[config.mk]
export PLATFORM = sky130hd
export DESIGN_NAME = rtsab_core
export DESIGN_NICKNAME = d
export VERILOG_FILES = /design/src/shared/rtsab_pkg.sv /design/src/logic/rtsab_fifo2.sv /design/src/logic/rtsab_core.sv
export SDC_FILE = /design/constraint.sdc
export NUM_CORES = 2
export LEC_CHECK = 0
export BUFFER_PORTS_ARGS = -buffer_cell sky130_fd_sc_hd__buf_2
export CAP_MARGIN = 20
export CORE_MARGIN = 2
export CORE_UTILIZATION = 62
export DETAILED_ROUTE_END_ITERATION = 12
export GPL_TIMING_DRIVEN = 0
export PLACE_DENSITY = 0.8
export SLEW_MARGIN = 20
export SYNTH_ARGS = -nofsm -noshare
export SYNTH_HDL_FRONTEND = slang
export SYNTH_SLANG_ARGS = --single-unit
[constraint.sdc]
create_clock -name i_clk -period 31.8 [get_ports i_clk]
set_input_delay 3.18 -clock i_clk [delete_from_list [all_inputs] [get_ports i_clk]]
set_output_delay 3.18 -clock i_clk [all_outputs]
set_load 0.03 [all_outputs]
[src/shared/rtsab_pkg.sv]
// Constants, carriers and states for the subaddress buffer engine
package rtsab_pkg;
   // Word width of the shared RAM and of 1553 words
   localparam int DATA_W = 16;
   // Command word fields
   localparam int CMD_TR_BIT = 10;
   localparam int CMD_SA_LSB = 5;
   localparam int CMD_WC_LSB = 0;
   // Largest word count; a field of zero means this many
   localparam logic [5:0] MAX_WC = 6'h20;
   // Descriptor table layout, four words per subaddress
   localparam logic [15:0] RX_TABLE_OFS = 16'h0000;
   localparam logic [15:0] TX_TABLE_OFS = 16'h0080;
   localparam logic [15:0] CB_CTRL_OFS = 16'h0000;
   localparam logic [15:0] CB_PTR_A_OFS = 16'h0001;
   localparam logic [15:0] CB_PTR_B_OFS = 16'h0002;
   localparam logic [15:0] CB_PTR_BC_OFS = 16'h0003;
   // Control word bit positions
   localparam int CW_IWA_BIT = 14;
   localparam int CW_DPB_BIT = 13;
   localparam int CW_DOUBLE_BUFFER_ENABLE_BIT = 2;
   // Buffer layout: info word, time tag, then data
   localparam logic [15:0] BUF_MIW_OFS = 16'h0000;
   localparam logic [15:0] BUF_DATA_OFS = 16'h0002;
   // Special subaddresses
   localparam logic [4:0] LOOP_SA = 5'h1e;
   localparam logic [4:0] MODE_SA_LO = 5'h00;
   localparam logic [4:0] MODE_SA_HI = 5'h1f;
   // Shared RAM request
   typedef struct packed {
      logic re;
      logic we;
      logic [15:0] addr;
      logic [15:0] wdata;
   } rtsab_mem_req_type;
   // Message sequencer states
   typedef enum logic [3:0] {
      ST_IDLE, ST_CW, ST_PTR, ST_RX_WAIT, ST_RX_COPY, ST_RX_MIW,
      ST_TX_STAT, ST_TX_RD, ST_TX_CAP, ST_TX_PUSH, ST_FIN
   } rtsab_state_type;
endpackage : rtsab_pkg

[src/logic/rtsab_fifo2.sv]
// Two-entry valid/ready buffer for outgoing transmit words
`timescale 1ns/1ps
module rtsab_fifo2 #(
   parameter int W = 16
) (
   input wire logic i_clk,
   input wire logic i_sys_rst,
   input wire logic i_in_valid,
   input wire logic [W-1:0] i_in_data,
   output logic o_in_ready,
   output logic o_out_valid,
   output logic [W-1:0] o_out_data,
   input wire logic i_out_ready
);
   typedef struct packed {
      logic [1:0][W-1:0] mem;
      logic wp;
      logic rp;
      logic [1:0] cnt;
   } rtsab_fifo_type;

   rtsab_fifo_type r;
   rtsab_fifo_type next_r;
   logic push;
   logic pop;

   // Handshakes on both sides
   assign push = i_in_valid && (r.cnt != 2'h2);
   assign pop = (r.cnt != 2'h0) && i_out_ready;
   assign o_in_ready = (r.cnt != 2'h2);
   assign o_out_valid = (r.cnt != 2'h0);
   assign o_out_data = r.mem[r.rp];

   // Pointer and count update
   always_comb begin
      next_r = r;
      if (push) begin
         next_r.mem[r.wp] = i_in_data;
         next_r.wp = ~r.wp;
      end
      if (pop) begin
         next_r.rp = ~r.rp;
      end
      if (push && !pop) begin
         next_r.cnt = r.cnt + 2'h1;
      end else if (pop && !push) begin
         next_r.cnt = r.cnt - 2'h1;
      end
   end

   // State register
   always_ff @(posedge i_clk or posedge i_sys_rst) begin
      if (i_sys_rst) begin
         r <= '0;
      end else begin
         r <= next_r;
      end
   end
endmodule : rtsab_fifo2

[src/logic/rtsab_core.sv]
// Remote-terminal subaddress message engine over shared RAM
//
// Functional notes
// RULE_01: Transmit sends status, then data from pointer
// RULE_02: Word count taken from command, 1 to 32
// RULE_03: Interrupt-when-accessed bit raises interrupt per message
// RULE_04: Host fills transmit buffer before command
// RULE_05: Subaddress 30 shares one buffer both ways
// RULE_06: Ping-pong control block uses pointers A, B, broadcast
// RULE_07: Single-buffer index mode always uses pointer A; the code uses the broadcast pointer for a broadcast receive
// RULE_08: Last control block address and command readable
// RULE_09: Interrupt bit clear: status answered, no interrupt
// RULE_10: Select bit picks A or B, toggles
// RULE_11: Interrupt also needs both enable bits set
// RULE_12: Receive words held until complete, then copied
// RULE_13: Broadcast receive stores through broadcast pointer
`timescale 1ns/1ps
module rtsab_core (
   input wire logic i_clk,
   input wire logic i_sys_rst,
   input wire logic [15:0] i_desc_base,
   input wire logic i_int_enable,
   input wire logic i_int_out_enable,
   input wire logic i_cmd_valid,
   input wire logic [15:0] i_cmd_word,
   input wire logic i_cmd_broadcast,
   input wire logic i_rx_valid,
   input wire logic [15:0] i_rx_data,
   input wire logic i_rx_error,
   output rtsab_pkg::rtsab_mem_req_type o_mem,
   input wire logic [15:0] i_mem_rdata,
   output logic o_status_req,
   output logic o_tx_valid,
   output logic [15:0] o_tx_data,
   input wire logic i_tx_ready,
   output logic o_irq,
   output logic [15:0] o_cur_cb_addr,
   output logic [15:0] o_cur_cmd,
   output logic o_busy
);
   import rtsab_pkg::*;

   typedef struct packed {
      rtsab_state_type st;
      logic wt;
      logic [15:0] cmd;
      logic bcast;
      logic tr;
      logic [15:0] cb_addr;
      logic [15:0] ctrl;
      logic [15:0] ptr;
      logic [5:0] wc;
      logic [5:0] rx_cnt;
      logic [5:0] idx;
      logic rx_on;
      logic [15:0] hold;
      logic [31:0][15:0] tmp;
      rtsab_mem_req_type mem;
      logic status_req;
      logic irq;
      logic [15:0] cur_cb;
      logic [15:0] cur_cmd;
      logic busy;
   } rtsab_core_type;

   rtsab_core_type r;
   rtsab_core_type next_r;
   logic buf_in_valid;
   logic buf_in_ready;
   logic [4:0] cmd_sa;

   // Zero in the count field stands for the largest count
   function automatic logic [5:0] word_count(input logic [4:0] field);
      return (field == 5'h00) ? MAX_WC : {1'b0, field};
   endfunction : word_count

   assign cmd_sa = i_cmd_word[CMD_SA_LSB +: 5];
   assign buf_in_valid = (r.st == ST_TX_PUSH);

   // Message sequencer
   always_comb begin
      next_r = r;
      next_r.mem.re = 1'b0;
      next_r.mem.we = 1'b0;
      next_r.status_req = 1'b0;
      next_r.irq = 1'b0;
      unique case (r.st)
         ST_IDLE: begin
            if (i_cmd_valid && cmd_sa != MODE_SA_LO && cmd_sa != MODE_SA_HI
                && !(i_cmd_word[CMD_TR_BIT] && i_cmd_broadcast)) begin
               next_r.cmd = i_cmd_word;
               next_r.bcast = i_cmd_broadcast;
               next_r.tr = i_cmd_word[CMD_TR_BIT];
               // RULE_02 count from command
               next_r.wc = word_count(i_cmd_word[CMD_WC_LSB +: 5]);
               // RULE_05 loopback shares receive block
               if (i_cmd_word[CMD_TR_BIT] && cmd_sa != LOOP_SA) begin
                  next_r.cb_addr = i_desc_base + TX_TABLE_OFS + {9'h000, cmd_sa, 2'b00};
               end else begin
                  next_r.cb_addr = i_desc_base + RX_TABLE_OFS + {9'h000, cmd_sa, 2'b00};
               end
               next_r.mem.re = 1'b1;
               next_r.mem.addr = next_r.cb_addr + CB_CTRL_OFS;
               next_r.wt = 1'b0;
               next_r.rx_on = !i_cmd_word[CMD_TR_BIT];
               next_r.rx_cnt = 6'h00;
               next_r.busy = 1'b1;
               next_r.st = ST_CW;
            end
         end
         ST_CW: begin
            if (!r.wt) begin
               next_r.wt = 1'b1;
            end else begin
               next_r.ctrl = i_mem_rdata;
               next_r.mem.re = 1'b1;
               next_r.wt = 1'b0;
               // RULE_13 broadcast pointer
               if (r.bcast && !r.tr) begin
                  next_r.mem.addr = r.cb_addr + CB_PTR_BC_OFS;
               // RULE_06 RULE_10 ping-pong pointer choice
               end else if (i_mem_rdata[CW_DOUBLE_BUFFER_ENABLE_BIT] && i_mem_rdata[CW_DPB_BIT]) begin
                  next_r.mem.addr = r.cb_addr + CB_PTR_B_OFS;
               // RULE_07 single buffer uses pointer A
               end else begin
                  next_r.mem.addr = r.cb_addr + CB_PTR_A_OFS;
               end
               next_r.st = ST_PTR;
            end
         end
         ST_PTR: begin
            if (!r.wt) begin
               next_r.wt = 1'b1;
            end else begin
               next_r.ptr = i_mem_rdata;
               next_r.st = r.tr ? ST_TX_STAT : ST_RX_WAIT;
            end
         end
         ST_RX_WAIT: begin
            // RULE_12 status only after all words
            if (r.rx_cnt == r.wc) begin
               next_r.rx_on = 1'b0;
               next_r.status_req = !r.bcast;
               next_r.idx = 6'h00;
               next_r.st = ST_RX_COPY;
            end
         end
         ST_RX_COPY: begin
            // RULE_12 copy held words to buffer
            next_r.mem.we = 1'b1;
            next_r.mem.addr = r.ptr + BUF_DATA_OFS + {10'h000, r.idx};
            next_r.mem.wdata = r.tmp[r.idx[4:0]];
            next_r.idx = r.idx + 6'h01;
            if (r.idx + 6'h01 == r.wc) begin
               next_r.st = ST_RX_MIW;
            end
         end
         ST_RX_MIW: begin
            // Message info word holds the count
            next_r.mem.we = 1'b1;
            next_r.mem.addr = r.ptr + BUF_MIW_OFS;
            next_r.mem.wdata = {10'h000, r.wc};
            next_r.st = ST_FIN;
         end
         ST_TX_STAT: begin
            // RULE_01 status word first
            next_r.status_req = 1'b1;
            next_r.idx = 6'h00;
            next_r.st = ST_TX_RD;
         end
         ST_TX_RD: begin
            // RULE_01 fetch data from pointer
            next_r.mem.re = 1'b1;
            next_r.mem.addr = r.ptr + BUF_DATA_OFS + {10'h000, r.idx};
            next_r.wt = 1'b0;
            next_r.st = ST_TX_CAP;
         end
         ST_TX_CAP: begin
            if (!r.wt) begin
               next_r.wt = 1'b1;
            end else begin
               next_r.hold = i_mem_rdata;
               next_r.st = ST_TX_PUSH;
            end
         end
         ST_TX_PUSH: begin
            // RULE_02 stop at commanded count
            if (buf_in_ready) begin
               next_r.idx = r.idx + 6'h01;
               next_r.st = (r.idx + 6'h01 == r.wc) ? ST_FIN : ST_TX_RD;
            end
         end
         ST_FIN: begin
            // RULE_10 toggle select after success
            if (r.ctrl[CW_DOUBLE_BUFFER_ENABLE_BIT] && !(r.bcast && !r.tr)) begin
               next_r.mem.we = 1'b1;
               next_r.mem.addr = r.cb_addr + CB_CTRL_OFS;
               next_r.mem.wdata = r.ctrl ^ (16'h0001 << CW_DPB_BIT);
            end
            // RULE_08 last block and command
            next_r.cur_cb = r.cb_addr;
            next_r.cur_cmd = r.cmd;
            // RULE_03 RULE_09 RULE_11 gated interrupt
            next_r.irq = r.ctrl[CW_IWA_BIT] && i_int_enable && i_int_out_enable;
            next_r.busy = 1'b0;
            next_r.st = ST_IDLE;
         end
      endcase
      // RULE_12 gather receive words in holding store
      if (r.rx_on && i_rx_valid) begin
         if (i_rx_error || r.rx_cnt == r.wc) begin
            next_r.rx_on = 1'b0;
            next_r.busy = 1'b0;
            next_r.st = ST_IDLE;
         end else begin
            next_r.tmp[r.rx_cnt[4:0]] = i_rx_data;
            next_r.rx_cnt = r.rx_cnt + 6'h01;
         end
      end
   end

   // State register
   always_ff @(posedge i_clk or posedge i_sys_rst) begin
      if (i_sys_rst) begin
         r <= '0;
      end else begin
         r <= next_r;
      end
   end

   // Outgoing words pass a two-entry buffer
   rtsab_fifo2 #(
      .W(DATA_W)
   ) u_tx_buf (
      .i_clk(i_clk),
      .i_sys_rst(i_sys_rst),
      .i_in_valid(buf_in_valid),
      .i_in_data(r.hold),
      .o_in_ready(buf_in_ready),
      .o_out_valid(o_tx_valid),
      .o_out_data(o_tx_data),
      .i_out_ready(i_tx_ready)
   );

   assign o_mem = r.mem;
   assign o_status_req = r.status_req;
   assign o_irq = r.irq;
   assign o_cur_cb_addr = r.cur_cb;
   assign o_cur_cmd = r.cur_cmd;
   assign o_busy = r.busy;
endmodule : rtsab_core

==> results.yml <==
clocking:
  clk_latency_ns: 0.63
  cts_max_path_buffers: 3
  clkSinkCount: 722
  cts_resized: 0
  tritoncts: "yes"
  ctsHoldBuffers: 0
  cts_buffers: 76
  cts_root_buf: "clkbuf_16"
  htreeDepth: 3
  post-cts-setup-buffers: 0
  cts.clk_slew.worst_paths_ns: 0.05
yosys:
  synth_edf_count: 0
  synthesis.instances: 2602
  synth_nets: 2704
  synthArstFlopShare: 1.00
  syn_area_mm2: 0.0353
  seq_area_frac_synth: 0.511
  ys.flop_type: "dfrtp_1"
  yosysUniqueCellTypes: 80
  synth_seq_cells: 722
  synth.avg_cell_area_um2: 13.6
  yosysWarningCount: 0
sta:
  clock_skew_ns: 0.0237
  period_minus_slack_ns: 5.65
  hold_viol: 0
  tightest_slew_ns: 1.19
  setup_viol: 0
  slew_violations: 0
  relSlewSlack: 0.208
  finalCritPeriodShare: 0.178
  rsz0062_at_grt: "no"
  fin_setup_tns_ns: 0
  setup_ws_ns: 26.15
  max_freq_mhz: 177
power_and_ir_drop:
  power_switching_mw: 1.09
  clkPwrFrac: 0.296
  power.leakage_nw: 19.3
  ir_drop_v: 0.0000528
  pwr-share-comb: 0.323
  swShare: 0.349
  seqPwrFrac: 0.381
  p_per_area_mw_per_mm2: 78.5
  internal_power_mw: 2.04
critical_path:
  critical-path-max-stage-delay_ns: 0.52
  arrival_ns: 2.47
  endpoint: "o_tx_data[8]"
  setup.worst_path.class: "flip-flop to primary output"
  cpMostUsedCell: "clkbuf_1"
  r2r-end: "o_mem[9]"
  rr_worst_depth: 7
  cp_max_fo: 10
  worstSetupStartpointType: "flip-flop"
  required_ns: 28.62
  cp_slowest_cell: "clkbuf_1"
  r2r-start: "r[602]"
  ff2ff_setup_slack_ns: 28.29
  cp-end-kind: "primary output"
  startpoint: "u_tx_buf.r[2]"
  worstPathCellList: "clkbuf_1 > clkbuf_1 > mux2_2 > buf_2"
floorplanning:
  dieArea_mm2: 0.0589
  core_area_mm2: 0.0564
  die_x_um: 243
  pin_count: 159
  dieHeight_um: 243
  start_util: 0.627
  num_rows: 87
routing:
  wl_um: 101000
  drt_iter0_drc: 2210
  vias: 23600
  wire_per_inst_um: 27.6
  viasPerCell: 6.46
  drc_errors: 0
  dr.pass1.iters: 5
  ant_nets: 0
layout:
  fin_nets: 2947
  drive_gt1_frac: 0.433
  n_antenna_cell: 0
  area_growth_pct: 12.9
  stdcell_count: 3657
flow_run:
  maxCapViolations: 0
placement:
  post-place-ws_ns: 25.91
  gp_congestion: 0.931
  placed_cells: 3523
  io_buffers: 158
  dp_hpwl_um: 72700
outcome:
  status: "finished clean"
grt:
  grt.total_usage: 0.346
  grt_pass1_wl_um: 153000
  antenna_found_initial: 1
  grt_pass1_vias: 24200
  overflow: 0
  grt_max_degree: 117
hold_path:
  hp-class: "flip-flop to flip-flop"
==> area by class of cell <==
cell class / count / area, um^2
clock inverter: 27 / 389
inverter: 28 / 113
multi-input combinational: 1598 / 15700
clock buffer: 107 / 2210
fill: 3795 / 16500
timing repair buffer: 165 / 983
tap: 756 / 946
sequential: 722 / 18100
buffer: 254 / 1470
==> state kept, by name, indices dropped and copies added (netlist names) <==
register,cells
o_cur_cmd,16
o_status_req,1
o_mem,34
o_busy,1
r,617
u_tx_buf.r,36
o_cur_cb_addr,16
o_irq,1
==> how the worst min path moves through the flow <==
| stage | startpoint | endpoint | slack [ns] | depth (start not counted) |
|---|---|---|---|---|
| 3_3_place_gp | r[670] | r[670] | 0.45 | 2 |
| 6_report | o_mem[17] | o_mem[17] | 0.48 | 2 |
| 3_5_place_dp | r[678] | r[678] | 0.46 | 2 |
| 4_1_cts | r[678] | r[678] | 0.48 | 2 |
| 5_1_grt | r[677] | r[677] | 0.49 | 2 |
| 2_1_floorplan | r[673] | r[673] | 0.44 | 2 |
==> placed cells by master (no fill, tap or decap), drive strengths merged, types with 12 or more instances in the layout <==
cell and count:
a211o 13, a21oi 55, a22oi 13, a31oi 14, and2 15, and3 16, buf 317, clkbuf 209
clkinv 14, dfrtp 722, ha 27, inv 31, mux2 660, mux2i 47, mux4 115, nand2 198
nand2b 14, nand3 32, nand4 13, nor2 58, nor3 12, o21ai 71, o221ai 15, o22ai 16
xnor2 29, xor2 19
==> metal layers <==
layer | part of all wire | wire (um) | GRT usage
met1 | 0.41 | 41100 | 0.476
met2 | 0.47 | 48000 | 0.549
met3 | 0.078 | 7920 | 0.0652
met4 | 0.040 | 4030 | 0.139
met5 | 0.00012 | 12 | 0
==> worst max-delay path, delay by kind of cell, from the launching register on <==
kind	cells	cell delay (ns)
flip-flops	1	0.32
buffers and inverters	3	1.11
multiplexers	1	0.43
==> Yosys cell counts, drive strengths merged, types with 6 or more instances <==
cell      n  area (um^2)
o21a      7         52.6
o31ai     9         67.6
o21ai    71          355
and3     16          100
dfrtp   722        18100
nand3    32          160
a21oi    55          275
o22ai    16          100
inv      28          105
a31oi    14         87.6
clkbuf  101          379
o211ai   11         82.6
xor2     19          166
a21boi    6         45.0
mux2i    47          470
mux2    660         7730
and4      6         52.6
nor2b    11         68.8
a22o      6         52.6
and2     15          100
nand4    13         81.3
nand2b   14         87.6
nor3     12         76.3
buf     153         1090
xnor2    29          254
or3       9         56.3
nand2   198          933
a22oi    13         97.6
mux4    115         2590
a211oi   11         87.6
a211o    13          114
a221oi    9         78.8
nor3b     6         72.6
ha       27          338
o221ai   15          138
nor2     58          218
==> stage by stage <==
step	total power, mW	cell area, um^2	utilization	hold slack [ns]
5_1_grt	3.25	39900	0.707	0.490
2_1_floorplan	1.88	35300	-	0.440
3_3_place_gp	2.17	37100	0.658	0.454
3_5_place_dp	2.20	37300	0.661	0.462
6_report	3.13	39900	0.707	0.478
4_1_cts	3.13	39900	0.707	0.481
==> power groups by stage <==
stage | clock (mW) | sequential (mW) | combinational [mW]
finish | 0.927 | 1.19 | 1.01
global route | 0.971 | 1.21 | 1.07
CTS | 0.934 | 1.19 | 1.00
detailed placement | 0 | 1.21 | 0.999
global placement | 0 | 1.20 | 0.974
floorplan | 0 | 1.16 | 0.725
==> kinds of logic (layout without fill, tap and decap cells) <==
kind of cell / count (synthesis) / in the layout / share of synthesized area
fa+ha+maj: 29 / 29 / 0.0107
buf+inv: 282 / 581 / 0.0445
xor+xnor: 48 / 48 / 0.0119
flops: 722 / 722 / 0.511
simple gates: 403 / 403 / 0.0597
compound gates: 296 / 296 / 0.0567
mux: 822 / 822 / 0.305
Note: power is estimated with default switching activity, not from simulation.
